`config.mk`:
```
export PLATFORM = sky130hd
export DESIGN_NAME = bfc_branch_unit
export DESIGN_NICKNAME = d
export VERILOG_FILES = /design/src/hw/bfc_branch_unit.v /design/src/hw/bfc_cond_eval.v /design/src/hw/bfc_decode.v
export VERILOG_INCLUDE_DIRS = /design/src /design/src/pkg
export SDC_FILE = /design/constraint.sdc
export NUM_CORES = 1
export LEC_CHECK = 0
export BUFFER_PORTS_ARGS = -buffer_cell sky130_fd_sc_hd__buf_2
export CORE_ASPECT_RATIO = 1.75
export CORE_MARGIN = 10
export CORE_UTILIZATION = 61
export CTS_BUF_LIST = sky130_fd_sc_hd__clkbuf_8
export CTS_CLUSTER_SIZE = 24
export DETAILED_ROUTE_END_ITERATION = 8
export GPL_ROUTABILITY_DRIVEN = 0
export GPL_TIMING_DRIVEN = 0
export PLACE_DENSITY_LB_ADDON = 0.25
export SETUP_SLACK_MARGIN = 0.2
export SLEW_MARGIN = 20
export SYNTH_ARGS = -nofsm -noshare
export SYNTH_HDL_FRONTEND = slang
export SYNTH_SLANG_ARGS = --single-unit
```
`constraint.sdc`:
```
create_clock -name pclk -period 3.7 [get_ports pclk]
set_input_delay 0.185 -clock pclk [delete_from_list [all_inputs] [get_ports pclk]]
set_output_delay 0.185 -clock pclk [all_outputs]
set_load 0.1 [all_outputs]
```
`src/pkg/bfc_regs.vh`:
```
// Constants for the branch flow control unit: register offsets, fields,
// reset values, opcode patterns and documented cycle/state counts.
// Assumes an 8-bit APB byte address and 32-bit data.
`ifndef BFC_REGS_VH
`define BFC_REGS_VH

// ****************************************************************
// Register byte offsets
// ****************************************************************
`define BFC_OFS_CTRL    8'h00
`define BFC_OFS_INSTR   8'h04
`define BFC_OFS_PC      8'h08
`define BFC_OFS_STACK   8'h0C
`define BFC_OFS_HL      8'h10
`define BFC_OFS_FLAGS   8'h14
`define BFC_OFS_STATUS  8'h18

// ****************************************************************
// Field positions
// ****************************************************************
`define BFC_CTRL_START  0
`define BFC_FLG_CARRY   0
`define BFC_FLG_PARITY  2
`define BFC_FLG_AUX     4
`define BFC_FLG_ZERO    6
`define BFC_FLG_SIGN    7
`define BFC_ST_BUSY     0
`define BFC_ST_DONE     1
`define BFC_ST_TAKEN    2
`define BFC_ST_ILLEGAL  3
`define BFC_ST_CYC_LSB  8
`define BFC_ST_STA_LSB  16

// ****************************************************************
// Reset values
// ****************************************************************
`define BFC_RST_PC      16'h0000
`define BFC_RST_STACK   16'h0000
`define BFC_RST_HL      16'h0000
`define BFC_RST_FLAGS   8'h00
`define BFC_RST_INSTR   24'h000000

// ****************************************************************
// Instruction kinds
// ****************************************************************
`define BFC_K_NONE      3'h0
`define BFC_K_JUMP      3'h1
`define BFC_K_CALL      3'h2
`define BFC_K_RST       3'h3
`define BFC_K_RETURN    3'h4
`define BFC_K_HL        3'h5

// Opcode patterns
`define BFC_OP_JUMP     8'hC3
`define BFC_OP_CALL     8'hCD
`define BFC_OP_RETURN   8'hC9
`define BFC_OP_HL       8'hE9
`define BFC_LOW_JCC     3'h2
`define BFC_LOW_CCALL   3'h4
`define BFC_LOW_RST     3'h7
`define BFC_LOW_RCC     3'h0

// ****************************************************************
// Documented machine cycles and states
// ****************************************************************
`define BFC_CYC_JUMP    4'h3
`define BFC_STA_JUMP    5'h0A
`define BFC_CYC_CALL    4'h5
`define BFC_STA_CALL    5'h11
`define BFC_CYC_CALL_NT 4'h3
`define BFC_STA_CALL_NT 5'h0B
`define BFC_CYC_RST     4'h3
`define BFC_STA_RST     5'h0B
`define BFC_CYC_RETURN  4'h3
`define BFC_STA_RETURN  5'h0A
`define BFC_CYC_RETURN_NT 4'h1
`define BFC_STA_RETURN_NT 5'h05
`define BFC_CYC_RETURN_T 4'h3
`define BFC_STA_RETURN_T 5'h0B
`define BFC_CYC_HL      4'h1
`define BFC_STA_HL      5'h05

`endif

```
`src/hw/bfc_branch_unit.v`:
```
// Branch flow control unit: executes one branch-group instruction
// loaded over APB, using external memory for the return-address stack.
// Assumes memory returns read data in the cycle after the read strobe
// and accepts a write in the cycle its strobe is high.
//
// How it works
// - branch instructions never alter any condition flag
// - conditional branches test one selected processor flag
// - condition field picks zero/carry/parity/sign and polarity
// - jump loads PC from byte3 high, byte2 low
// - conditional jump loads target only when condition holds
// - call pushes next address, drops stack two, jumps
// - conditional call performs call only when condition holds
// - restart pushes next address, stack pointer minus two
// - restart sets PC to eight times vector
// - return pops low then high, stack rises two
// - conditional return pops only when condition holds
// - HL jump copies H high, L low into PC
`timescale 1ns/1ps
`include "bfc_regs.vh"

module bfc_branch_unit (
	// Clock and reset
	input  wire        pclk,
	input  wire        presetn,
	// APB slave
	input  wire        psel,
	input  wire        penable,
	input  wire        pwrite,
	input  wire [7:0]  paddr,
	input  wire [31:0] pwdata,
	output reg  [31:0] prdata,
	output reg         pready,
	output reg         pslverr,
	// Stack memory port
	output reg  [15:0] mem_addr,
	output reg  [7:0]  mem_wdata,
	output reg         mem_wr,
	output reg         mem_rd,
	input  wire [7:0]  mem_rdata,
	// Execution state
	output reg         exec_busy
);

	// ****************************************************************
	// State encoding
	// ****************************************************************
	// Two push states and three pop states; idle waits for a start
	localparam [2:0] S_IDLE   = 3'd0;
	localparam [2:0] S_EXEC   = 3'd1;
	localparam [2:0] S_PUSH_A = 3'd2;
	localparam [2:0] S_PUSH_B = 3'd3;
	localparam [2:0] S_POP_A  = 3'd4;
	localparam [2:0] S_POP_B  = 3'd5;
	localparam [2:0] S_POP_C  = 3'd6;
	// Code 3'd7 is unused and falls back to idle

	// ****************************************************************
	// Storage
	// ****************************************************************
	// Sequencer state and software-loaded operands
	reg  [2:0]  state_r;
	reg  [23:0] instr_r;
	reg  [15:0] program_counter_r;
	reg  [15:0] stack_pointer_r;
	reg  [15:0] hl_r;
	reg  [7:0]  flags_r;
	// Addresses held across the stack states
	reg  [15:0] target_r;
	reg  [15:0] return_addr_r;
	reg  [7:0]  pop_low_r;
	// Status word fields
	reg         done_r;
	reg         taken_r;
	reg         illegal_r;
	reg  [3:0]  cycles_r;
	reg  [4:0]  states_r;

	// ****************************************************************
	// Decode and condition
	// ****************************************************************
	wire [7:0]  opcode = instr_r[7:0];
	wire [15:0] addr_bytes = {instr_r[23:16], instr_r[15:8]};
	wire        cond_holds;
	wire [2:0]  kind;
	wire        is_cond;
	wire [1:0]  length;
	wire [3:0]  dec_cycles;
	wire [4:0]  dec_states;

	// ****************************************************************
	// Derived addresses
	// ****************************************************************
	// Unconditional opcodes count as taken
	wire        taken = ~is_cond | cond_holds;
	// Next address skips the whole instruction
	wire [15:0] next_pc = program_counter_r + {14'h0000, length};
	// Vector lands on an eight-byte boundary
	wire [15:0] rst_vector = {10'h000, opcode[5:3], 3'h0};

	// Condition evaluator on the condition field
	bfc_cond_eval u_cond (
		.condition_select_field (opcode[5:3]),
		.flags                  (flags_r),
		.cond_holds             (cond_holds)
	);

	// Opcode classification and timing table
	bfc_decode u_dec (
		.opcode  (opcode),
		.taken   (taken),
		.kind    (kind),
		.is_cond (is_cond),
		.length  (length),
		.cycles  (dec_cycles),
		.states  (dec_states)
	);

	// ****************************************************************
	// APB decode
	// ****************************************************************
	// Setup cycle, finished access, and a write that lands
	wire setup_phase = psel & ~penable;
	wire access_done = psel & penable & pready;
	wire wr_commit   = access_done & pwrite & ~pslverr;
	reg  [31:0] rd_mux;
	reg         addr_ok;

	// Read data and address check for the setup cycle
	always @* begin
		rd_mux  = 32'h00000000;
		addr_ok = 1'b1;
		case (paddr)
		`BFC_OFS_CTRL:   rd_mux = 32'h00000000;
		`BFC_OFS_INSTR:  rd_mux = {8'h00, instr_r};
		`BFC_OFS_PC:     rd_mux = {16'h0000, program_counter_r};
		`BFC_OFS_STACK:  rd_mux = {16'h0000, stack_pointer_r};
		`BFC_OFS_HL:     rd_mux = {16'h0000, hl_r};
		`BFC_OFS_FLAGS:  rd_mux = {24'h000000, flags_r};
		`BFC_OFS_STATUS: begin
			rd_mux[`BFC_ST_BUSY]    = exec_busy;
			rd_mux[`BFC_ST_DONE]    = done_r;
			rd_mux[`BFC_ST_TAKEN]   = taken_r;
			rd_mux[`BFC_ST_ILLEGAL] = illegal_r;
			rd_mux[`BFC_ST_CYC_LSB +: 4] = cycles_r;
			rd_mux[`BFC_ST_STA_LSB +: 5] = states_r;
		end
		// Unmapped offsets answer with an error and zero data
		default: addr_ok = 1'b0;
		endcase
	end

	// Zero-wait answer: ready, data and error registered in setup
	always @(posedge pclk or negedge presetn) begin
		if (!presetn) begin
			pready  <= 1'b0;
			prdata  <= 32'h00000000;
			pslverr <= 1'b0;
		end else if (setup_phase) begin
			// Answer in the access cycle, no wait state
			pready  <= 1'b1;
			prdata  <= pwrite ? 32'h00000000 : rd_mux;
			pslverr <= ~addr_ok;
		end else begin
			// Ready and error stand for one cycle only; read data holds
			pready  <= 1'b0;
			pslverr <= 1'b0;
		end
	end

	// ****************************************************************
	// Start request
	// ****************************************************************
	// Writes land only while idle; a busy unit drops them silently
	wire sw_wr_ok = wr_commit & ~exec_busy;
	// Start bit of the control word kicks one instruction
	wire start = sw_wr_ok & (paddr == `BFC_OFS_CTRL)
		& pwdata[`BFC_CTRL_START];

	// ****************************************************************
	// Software-visible registers
	// ****************************************************************

	// Instruction bytes, H/L pair and flags: software only
	always @(posedge pclk or negedge presetn) begin
		if (!presetn) begin
			instr_r <= `BFC_RST_INSTR;
			hl_r    <= `BFC_RST_HL;
			flags_r <= `BFC_RST_FLAGS;
		end else if (sw_wr_ok) begin
			if (paddr == `BFC_OFS_INSTR)
				instr_r <= pwdata[23:0];
			if (paddr == `BFC_OFS_HL)
				hl_r <= pwdata[15:0];
			// Only software writes flags; execution never does
			if (paddr == `BFC_OFS_FLAGS)
				flags_r <= pwdata[7:0];
		end
	end

	// ****************************************************************
	// Execution sequencer
	// ****************************************************************

	// Program counter, stack pointer, memory strobes and status
	always @(posedge pclk or negedge presetn) begin
		if (!presetn) begin
			// Idle with zeroed registers and quiet strobes
			state_r           <= S_IDLE;
			program_counter_r <= `BFC_RST_PC;
			stack_pointer_r   <= `BFC_RST_STACK;
			target_r          <= 16'h0000;
			return_addr_r     <= 16'h0000;
			pop_low_r         <= 8'h00;
			mem_addr          <= 16'h0000;
			mem_wdata         <= 8'h00;
			mem_wr            <= 1'b0;
			mem_rd            <= 1'b0;
			exec_busy         <= 1'b0;
			done_r            <= 1'b0;
			taken_r           <= 1'b0;
			illegal_r         <= 1'b0;
			cycles_r          <= 4'h0;
			states_r          <= 5'h00;
		end else begin
			// Strobes are one-cycle pulses unless a state raises them
			mem_wr <= 1'b0;
			mem_rd <= 1'b0;
			case (state_r)
			S_IDLE: begin
				// PC and stack pointer move only between instructions
				if (sw_wr_ok && paddr == `BFC_OFS_PC)
					program_counter_r <= pwdata[15:0];
				if (sw_wr_ok && paddr == `BFC_OFS_STACK)
					stack_pointer_r <= pwdata[15:0];
				if (start) begin
					state_r   <= S_EXEC;
					exec_busy <= 1'b1;
					done_r    <= 1'b0;
					taken_r   <= 1'b0;
					illegal_r <= 1'b0;
				end
			end
			S_EXEC: begin
				// Non-branch opcodes never count as taken
				taken_r  <= taken & (kind != `BFC_K_NONE);
				cycles_r <= dec_cycles;
				states_r <= dec_states;
				case (kind)
				`BFC_K_JUMP: begin
					// Untaken conditional jump falls through
					program_counter_r <= taken ? addr_bytes
						: next_pc;
					state_r <= S_IDLE;
				end
				`BFC_K_CALL, `BFC_K_RST: begin
					if (taken) begin
						// High byte of return address first
						return_addr_r <= next_pc;
						target_r   <= (kind == `BFC_K_RST) ?
							rst_vector : addr_bytes;
						mem_addr   <= stack_pointer_r - 16'h0001;
						mem_wdata  <= next_pc[15:8];
						mem_wr     <= 1'b1;
						state_r    <= S_PUSH_A;
					end else begin
						// No stack traffic, skip the instruction
						program_counter_r <= next_pc;
						state_r <= S_IDLE;
					end
				end
				`BFC_K_RETURN: begin
					if (taken) begin
						// Low byte first, from the top of stack
						mem_addr <= stack_pointer_r;
						mem_rd   <= 1'b1;
						state_r  <= S_POP_A;
					end else begin
						// Condition false: skip the one-byte return
						program_counter_r <= next_pc;
						state_r <= S_IDLE;
					end
				end
				`BFC_K_HL: begin
					// H fills the high half, L the low half
					program_counter_r <= hl_r;
					state_r <= S_IDLE;
				end
				default: begin
					// Not a branch opcode: flag illegal, PC and stack pointer unchanged
					illegal_r <= 1'b1;
					state_r   <= S_IDLE;
				end
				endcase
				// Single-step and untaken instructions end here
				if (kind == `BFC_K_JUMP || kind == `BFC_K_HL
					|| kind == `BFC_K_NONE || !taken) begin
					exec_busy <= 1'b0;
					done_r    <= 1'b1;
				end
			end
			S_PUSH_A: begin
				// Low byte of return address below the high byte
				mem_addr  <= stack_pointer_r - 16'h0002;
				mem_wdata <= return_addr_r[7:0];
				mem_wr    <= 1'b1;
				state_r   <= S_PUSH_B;
			end
			S_PUSH_B: begin
				// Both bytes written: commit stack pointer and jump in the same cycle
				stack_pointer_r   <= stack_pointer_r - 16'h0002;
				program_counter_r <= target_r;
				exec_busy         <= 1'b0;
				done_r            <= 1'b1;
				state_r           <= S_IDLE;
			end
			S_POP_A: begin
				// Second read for the high byte
				mem_addr <= stack_pointer_r + 16'h0001;
				mem_rd   <= 1'b1;
				state_r  <= S_POP_B;
			end
			S_POP_B: begin
				// Low byte is on the bus now; keep it
				pop_low_r <= mem_rdata;
				state_r   <= S_POP_C;
			end
			S_POP_C: begin
				// High byte arrives; join it with the saved low byte
				program_counter_r <= {mem_rdata, pop_low_r};
				stack_pointer_r   <= stack_pointer_r + 16'h0002;
				exec_busy         <= 1'b0;
				done_r            <= 1'b1;
				state_r           <= S_IDLE;
			end
			default: begin
				// Unused state code: recover to idle
				exec_busy <= 1'b0;
				state_r   <= S_IDLE;
			end
			endcase
		end
	end

endmodule // bfc_branch_unit

```
`src/hw/bfc_cond_eval.v`:
```
// Condition test for conditional branches: picks one flag by the
// upper two bits of the condition field, compares to the lowest bit.
// Assumes the flag byte layout of the register header.
`timescale 1ns/1ps
`include "bfc_regs.vh"

module bfc_cond_eval (
	// Condition select and processor flags
	input  wire [2:0] condition_select_field,
	input  wire [7:0] flags,
	// Result
	output reg        cond_holds
);

	// ****************************************************************
	// Flag selection
	// ****************************************************************

	// Pick flag, then require it equal to the polarity bit
	always @* begin
		case (condition_select_field[2:1])
		2'b00: cond_holds = flags[`BFC_FLG_ZERO]
			== condition_select_field[0];
		2'b01: cond_holds = flags[`BFC_FLG_CARRY]
			== condition_select_field[0];
		2'b10: cond_holds = flags[`BFC_FLG_PARITY]
			== condition_select_field[0];
		default: cond_holds = flags[`BFC_FLG_SIGN]
			== condition_select_field[0];
		endcase
	end

endmodule // bfc_cond_eval

```
`src/hw/bfc_decode.v`:
```
// Opcode decoder for the branch group: kind, conditional marker,
// instruction length and the documented cycle and state counts.
// Assumes the taken input is valid whenever the opcode is conditional.
`timescale 1ns/1ps
`include "bfc_regs.vh"

module bfc_decode (
	// Opcode and branch decision
	input  wire [7:0] opcode,
	input  wire       taken,
	// Decode results
	output reg  [2:0] kind,
	output reg        is_cond,
	output reg  [1:0] length,
	output reg  [3:0] cycles,
	output reg  [4:0] states
);

	// ****************************************************************
	// Decode table
	// ****************************************************************

	// Classify by fixed opcodes first, then by low three bits
	always @* begin
		kind    = `BFC_K_NONE;
		is_cond = 1'b0;
		length  = 2'd1;
		cycles  = 4'h0;
		states  = 5'h00;
		if (opcode == `BFC_OP_JUMP) begin
			kind   = `BFC_K_JUMP;
			length = 2'd3;
			cycles = `BFC_CYC_JUMP;
			states = `BFC_STA_JUMP;
		end else if (opcode == `BFC_OP_CALL) begin
			kind   = `BFC_K_CALL;
			length = 2'd3;
			cycles = `BFC_CYC_CALL;
			states = `BFC_STA_CALL;
		end else if (opcode == `BFC_OP_RETURN) begin
			kind   = `BFC_K_RETURN;
			cycles = `BFC_CYC_RETURN;
			states = `BFC_STA_RETURN;
		end else if (opcode == `BFC_OP_HL) begin
			kind   = `BFC_K_HL;
			cycles = `BFC_CYC_HL;
			states = `BFC_STA_HL;
		end else if (opcode[7:6] == 2'b11) begin
			case (opcode[2:0])
			`BFC_LOW_JCC: begin
				kind    = `BFC_K_JUMP;
				is_cond = 1'b1;
				length  = 2'd3;
				cycles  = `BFC_CYC_JUMP;
				states  = `BFC_STA_JUMP;
			end
			`BFC_LOW_CCALL: begin
				kind    = `BFC_K_CALL;
				is_cond = 1'b1;
				length  = 2'd3;
				cycles  = taken ? `BFC_CYC_CALL : `BFC_CYC_CALL_NT;
				states  = taken ? `BFC_STA_CALL : `BFC_STA_CALL_NT;
			end
			`BFC_LOW_RST: begin
				kind   = `BFC_K_RST;
				cycles = `BFC_CYC_RST;
				states = `BFC_STA_RST;
			end
			`BFC_LOW_RCC: begin
				kind    = `BFC_K_RETURN;
				is_cond = 1'b1;
				cycles  = taken ? `BFC_CYC_RETURN_T : `BFC_CYC_RETURN_NT;
				states  = taken ? `BFC_STA_RETURN_T : `BFC_STA_RETURN_NT;
			end
			default: kind = `BFC_K_NONE;
			endcase
		end
	end

endmodule // bfc_decode

```
======== Word-level counts from Yosys, hierarchy flattened ========
Index checks and enable logic that the tools add are counted.
storage, ports and cells
  register bits ........................... 188
  output and inout port bits .............. 61
  logic and storage cells ................. 204
cells by class
  $add $sub $neg .......................... 5
  eq/ne operators ......................... 43
  muxes and demuxes ....................... 79
  bitwise gates (word level) .............. 16
  reduce and logical (&&, ||, !) cells .... 39
operator list
  operator               number
  $pmux 16 s3            3
  $mux 16                7
  $pmux 16 s4            1
  $pmux 4 s5             2
  $eq 8x8->1 const B     4
  $mux 32                1
  $pmux 16 s2            1
  $mux 5                 6
  $mux 3                 9
  $eq 8x5->1 const B     3
  $mux 4                 6
  $pmux 4 s6             1
  $eq 3x3->1 const B     7
  $pmux 5 s4             1
  $mux 1                 17
  $add 16x1->16 const B  1
  $add 16x2->16          1
  $add 16x2->16 const B  1
  $eq 8x4->1 const B     2
  $mux 2                 8
  $mux 8                 2
  $pmux 4 s4             1
  $pmux 8 s2             1
  $sub 16x1->16 const B  1
  38 further kinds       95

======== Logic depth before layout (Yosys ltp) ========
  depth after elaboration ................. 17
  depth in mapped cells ................... 14
  depth with buffers taken out ............ 13

======== Modules after synthesis ========
Synthesis repeated with hierarchy kept, for this count alone.
second synthesis, totals
  cells, all modules ...................... 1236
  area, all modules ....................... 11038.1 µm²
modules (own cells, without submodules)
  module           times used  cells each  area each (µm²)  seq. area each (µm²)
  bfc_branch_unit  1           1176        10627.7          4504.3
  bfc_decode       1           58          379.1            0.0
  bfc_cond_eval    1           2           31.3             0.0

======== Least setup slack after synthesis ========
No wires, ideal clock.
  kind .................................... reg-to-reg
  start point ............................. reg instr_r[3]
  end point ............................... reg program_counter_r[14]
  setup time .............................. 0.122 ns
  data arrival time ....................... 3.041 ns
  data required time ...................... 3.578 ns
  path slack .............................. 0.537 ns
  stages on the path, launching flop included .. 15
  buffers on the path ..................... 1
  clock period less this slack ............ 3.163 ns
  cells stage by stage .................... dfrtp_1 > buf_4 > or3b_4 > a21oi_1 > nand2_1 > o21ai_0 > nor2b_1 > inv_1 > fa_1 > and4b_1 > nor4b_1 > xnor2_1 > o221ai_1 > a21oi_1 > a21oi_1
between the ends
  longest elaborated chain between the ends .. 10
  elaborated cells between the ends (all ways) .. 37
  those cells by class .................... add/sub: 1; eq/ne: 15; mux: 17; bitwise: 2; reduce/logical: 2
ends and longest elaborated chain
  item                                                                    RTL line               text
  start: declaration                                                      bfc_branch_unit.v:63   reg [23:0] instr_r;
  start signal: assignment                                                bfc_branch_unit.v:187  instr_r <= `BFC_RST_INSTR;
  start signal: assignment                                                bfc_branch_unit.v:192  instr_r <= pwdata[23:0];
  parallel branches: the longest is 10 deep, another holds $add 16x2->16  -
  end signal: assignment                                                  bfc_branch_unit.v:233  program_counter_r <= pwdata[15:0];
  end signal: assignment                                                  bfc_branch_unit.v:252  program_counter_r <= taken ? addr_bytes
  end signal: assignment                                                  bfc_branch_unit.v:268  program_counter_r <= next_pc;
  end: declaration                                                        bfc_branch_unit.v:64   reg [15:0] program_counter_r;
Parallel ways; which one is timed is not known. The select of a mux whose other input is x is not followed.
A chain may end at the register's enable or synchronous reset.

======== Worst setup path in the final report ========
  start point ............................. reg instr_r[4]
  end point ............................... reg program_counter_r[3]
Same word-level chain as after synthesis.

==> results.py <==
metrics = {
    "synthesis": {
        "synthTopCellsByArea": "dfrtp_1, mux2_2, nand2_1, o21ai_0, a21oi_1",
        "synth_edf_count": 0,
        "synth_cells": 1174,
        "yosysTopAreaCell": "dfrtp_1",
        "syn_avg_cell_area_sq_um": 9.05,
        "yosysUniqueCellTypes": 80,
        "synth_seq_area_share_pct": 41.9,
        "synth_top_area_share_pct": 41.9,
        "async_flop_share_pct": 100,
        "syn_area_sq_mm": 0.0106,
        "synth_warnings": 0,
        "yosys_register_bits": 178,
        "synthFlopType": "dfrtp_1",
    },
    "final_layout": {
        "syn_to_final_growth_pct": 13.8,
        "nets": 1376,
        "final_cells": 1556,
        "final_cell_mix": "dfrtp_1, nand2_1, buf_2",
        "drive_gt1_share_pct": 19.3,
        "final_common_cell": "dfrtp_1",
        "regArea_sq_mm": 0.00445,
        "fin_area_sq_mm": 0.0121,
        "fillCellCount": 1416,
        "multiInputGateArea_sq_mm": 0.00570,
        "final_core_util_pct": 71.0,
        "antenna_cells": 0,
    },
    "grt": {
        "grt.busiest_layer": "met2",
        "grt_pass1_wl_um": 63200,
        "use_met1_pct": 38.0,
        "grt_use_total_pct": 35.5,
        "grt_pass1_vias": 10700,
        "grt_remaining_overflow": 0,
        "antenna_found_initial": 0,
        "grt_max_degree": 94,
        "met2_usage_pct": 57.2,
        "grt_use_met3_pct": 8.91,
    },
    "sta": {
        "clock.fmax_mhz": 291,
        "hold_violations": 0,
        "worst_slew_pin_slew_ns": 1.04,
        "report.final.slew_viol_count": 0,
        "fin_skew_ns": 0.0276,
        "timing.final.crit_period_ns": 3.43,
        "setup_violations": 0,
        "slew_headroom_pct": 30.5,
        "hold_slack_ns": 0.0169,
        "finalCritPeriodShare_pct": 92.8,
        "setup_tns_ns": 0,
        "rsz0062_at_grt": "yes",
    },
    "die": {
        "dieHeight_um": 195,
        "io-pin-count": 114,
        "design.die.area_sq_mm": 0.0233,
        "design.core.area_sq_mm": 0.0170,
        "row_count": 63,
        "start_util_pct": 62.4,
        "die_x_um": 120,
    },
    "clock_tree": {
        "cts.clk_slew.worst_paths_ns": 0.10,
        "ctsLongestPathBuffers": 2,
        "cts_tree": "yes",
        "clock-sinks": 178,
        "htreeDepth": 4,
        "clock_latency_ns": 0.49,
        "root_buffer": "clkbuf_8",
        "numCtsBuffers": 17,
    },
    "power": {
        "p_leak_nw": 5.35,
        "power-per-cell-area_mw_per_mm2": 293,
        "vdd_drop_max_uv": 295,
    },
    "routing": {
        "dr.pass1.iters": 9,
        "drt_iter0_markers": 1703,
        "via_per_inst": 6.94,
        "drcViolationCount": 0,
        "wl_per_cell_um": 26.8,
        "ant_nets": 0,
        "routed_wl_um": 41700,
        "num_vias": 10800,
    },
    "min_path": {
        "hp-class": "in2reg",
    },
    "setup_path": {
        "endpoint_kind": "register",
        "required_ns": 4.06,
        "crit_type": "reg2reg",
        "worstPathMaxFanout": 8,
        "cp-start-kind": "register",
        "arrival_ns": 3.79,
    },
    "place": {
        "place_area_sq_mm": 0.0114,
        "hpwl_um": 30100,
        "dp.cells": 1504,
        "portBuffers": 95,
    },
    "job": {
        "drv_cap": 0,
    },
    "run_status": {
        "status": "completed",
    },
}
## sequential cells by signal, summed over array words and instances (netlist names)
register,cells
instr_r,24
flags_r,8
done_r,1
state_r,3
states_r,4
mem_wr,1
mem_wdata,8
hl_r,16
cycles_r,3
prdata,24
target_r,16
mem_rd,1
pready,1
mem_addr,16
program_counter_r,16
stack_pointer_r,16
taken_r,1
pop_low_r,8
exec_busy,1
pslverr,1
return_addr_r,8
illegal_r,1
## worst max-delay path, cell delays in order, from the launching register on
cell and delay (ns):
dfrtp_1 0.37, buf_4 0.17, or3b_4 0.42, a21oi_4 0.18, nand2_1 0.06, o21ai_0 0.10
nor2b_4 0.30, ha_1 0.29, a21oi_2 0.33, nor2b_1 0.11, xnor2_1 0.39, o21ai_0 0.14
a221oi_1 0.34, a21oi_1 0.11
## worst paths after layout
check	from	to	slack, ns	cells past startpoint
hold / removal	penable	pready	0.02	3
min in group asynchronous	presetn	mem_rd	0.29	2
max in group asynchronous	presetn	exec_busy	2.50	3
setup reg to reg	instr_r[4]	program_counter_r[3]	0.27	13
setup / recovery	instr_r[4]	program_counter_r[3]	0.27	13
hold reg to reg	prdata[22]	prdata[22]	0.48	2
## through the flow
step                setup slack (ns)  power (mW)
CTS                            0.206        3.52
global placement              -0.329        2.21
floorplan                      0.537        2.10
global route                   0.140        3.61
finish                         0.266        3.54
detailed placement            0.0198        2.22
## cells in the mapped netlist (all sizes together), types with 6 or more instances
master / instances
xnor2: 21
o22ai: 6
ha: 6
mux2: 67
and2: 10
clkbuf: 63
o221ai: 12
a21oi: 76
nand2b: 9
or3: 9
a22oi: 50
a22o: 10
nand4: 7
nand3: 25
a221oi: 18
and3: 26
a211oi: 22
and4: 6
o21ai: 103
xor2: 15
dfrtp: 178
nor3: 17
o31ai: 7
o211ai: 13
nor4: 7
buf: 38
a221o: 8
nand2: 148
inv: 22
a21o: 7
nor2: 87
a32oi: 6
mux2i: 8
nor2b: 10
a31oi: 11
## where the power goes
part | switching, mW | internal [mW] | leakage (nW) | total [mW]
logic | 0.183 | 0.0684 | 2.77 | 0.252
clock network | 0.833 | 0.497 | 0.197 | 1.33
registers | 0.00406 | 1.95 | 2.39 | 1.95
## cell families after synthesis
kind of cell	share of synthesized area, %
and+or+nand+nor	16.9
muxes	8.07
buffers and inverters	5.18
xor gates and xnor gates	3.32
other	0.0353
AOI/OAI and AO/OA	23.6
adders and majority gates	0.895
DFF	41.9
## metal layers
layer / vias to the layer above / part of all wire, %
met4: 0 / 11
li1: 4584 / -
met1: 5014 / 31
met3: 311 / 11
met2: 889 / 47
met5: - / 0
## final cells by class
| type | count | share of cell area [%] |
|---|---|---|
| flip-flops and latches | 178 | 36.9 |
| repair buffers | 116 | 5.88 |
| clock inverters | 15 | 1.18 |
| well taps | 227 | 2.35 |
| clock buffers | 17 | 1.94 |
| inverters | 22 | 0.683 |
| plain buffers | 101 | 3.95 |
| multi-input cells | 880 | 47.2 |
## repair_timing
| action | in CTS | in global routing |
|---|---|---|
| hold buffers | 19 | 0 |
| gates resized for setup | 3 | 13 |
| buffers inserted | 0 | 1 |
| endpoints found under the setup margin | 5 | 18 |
| hold endpoints to repair | 103 | 0 |
Power figures use the tool's default switching activity.
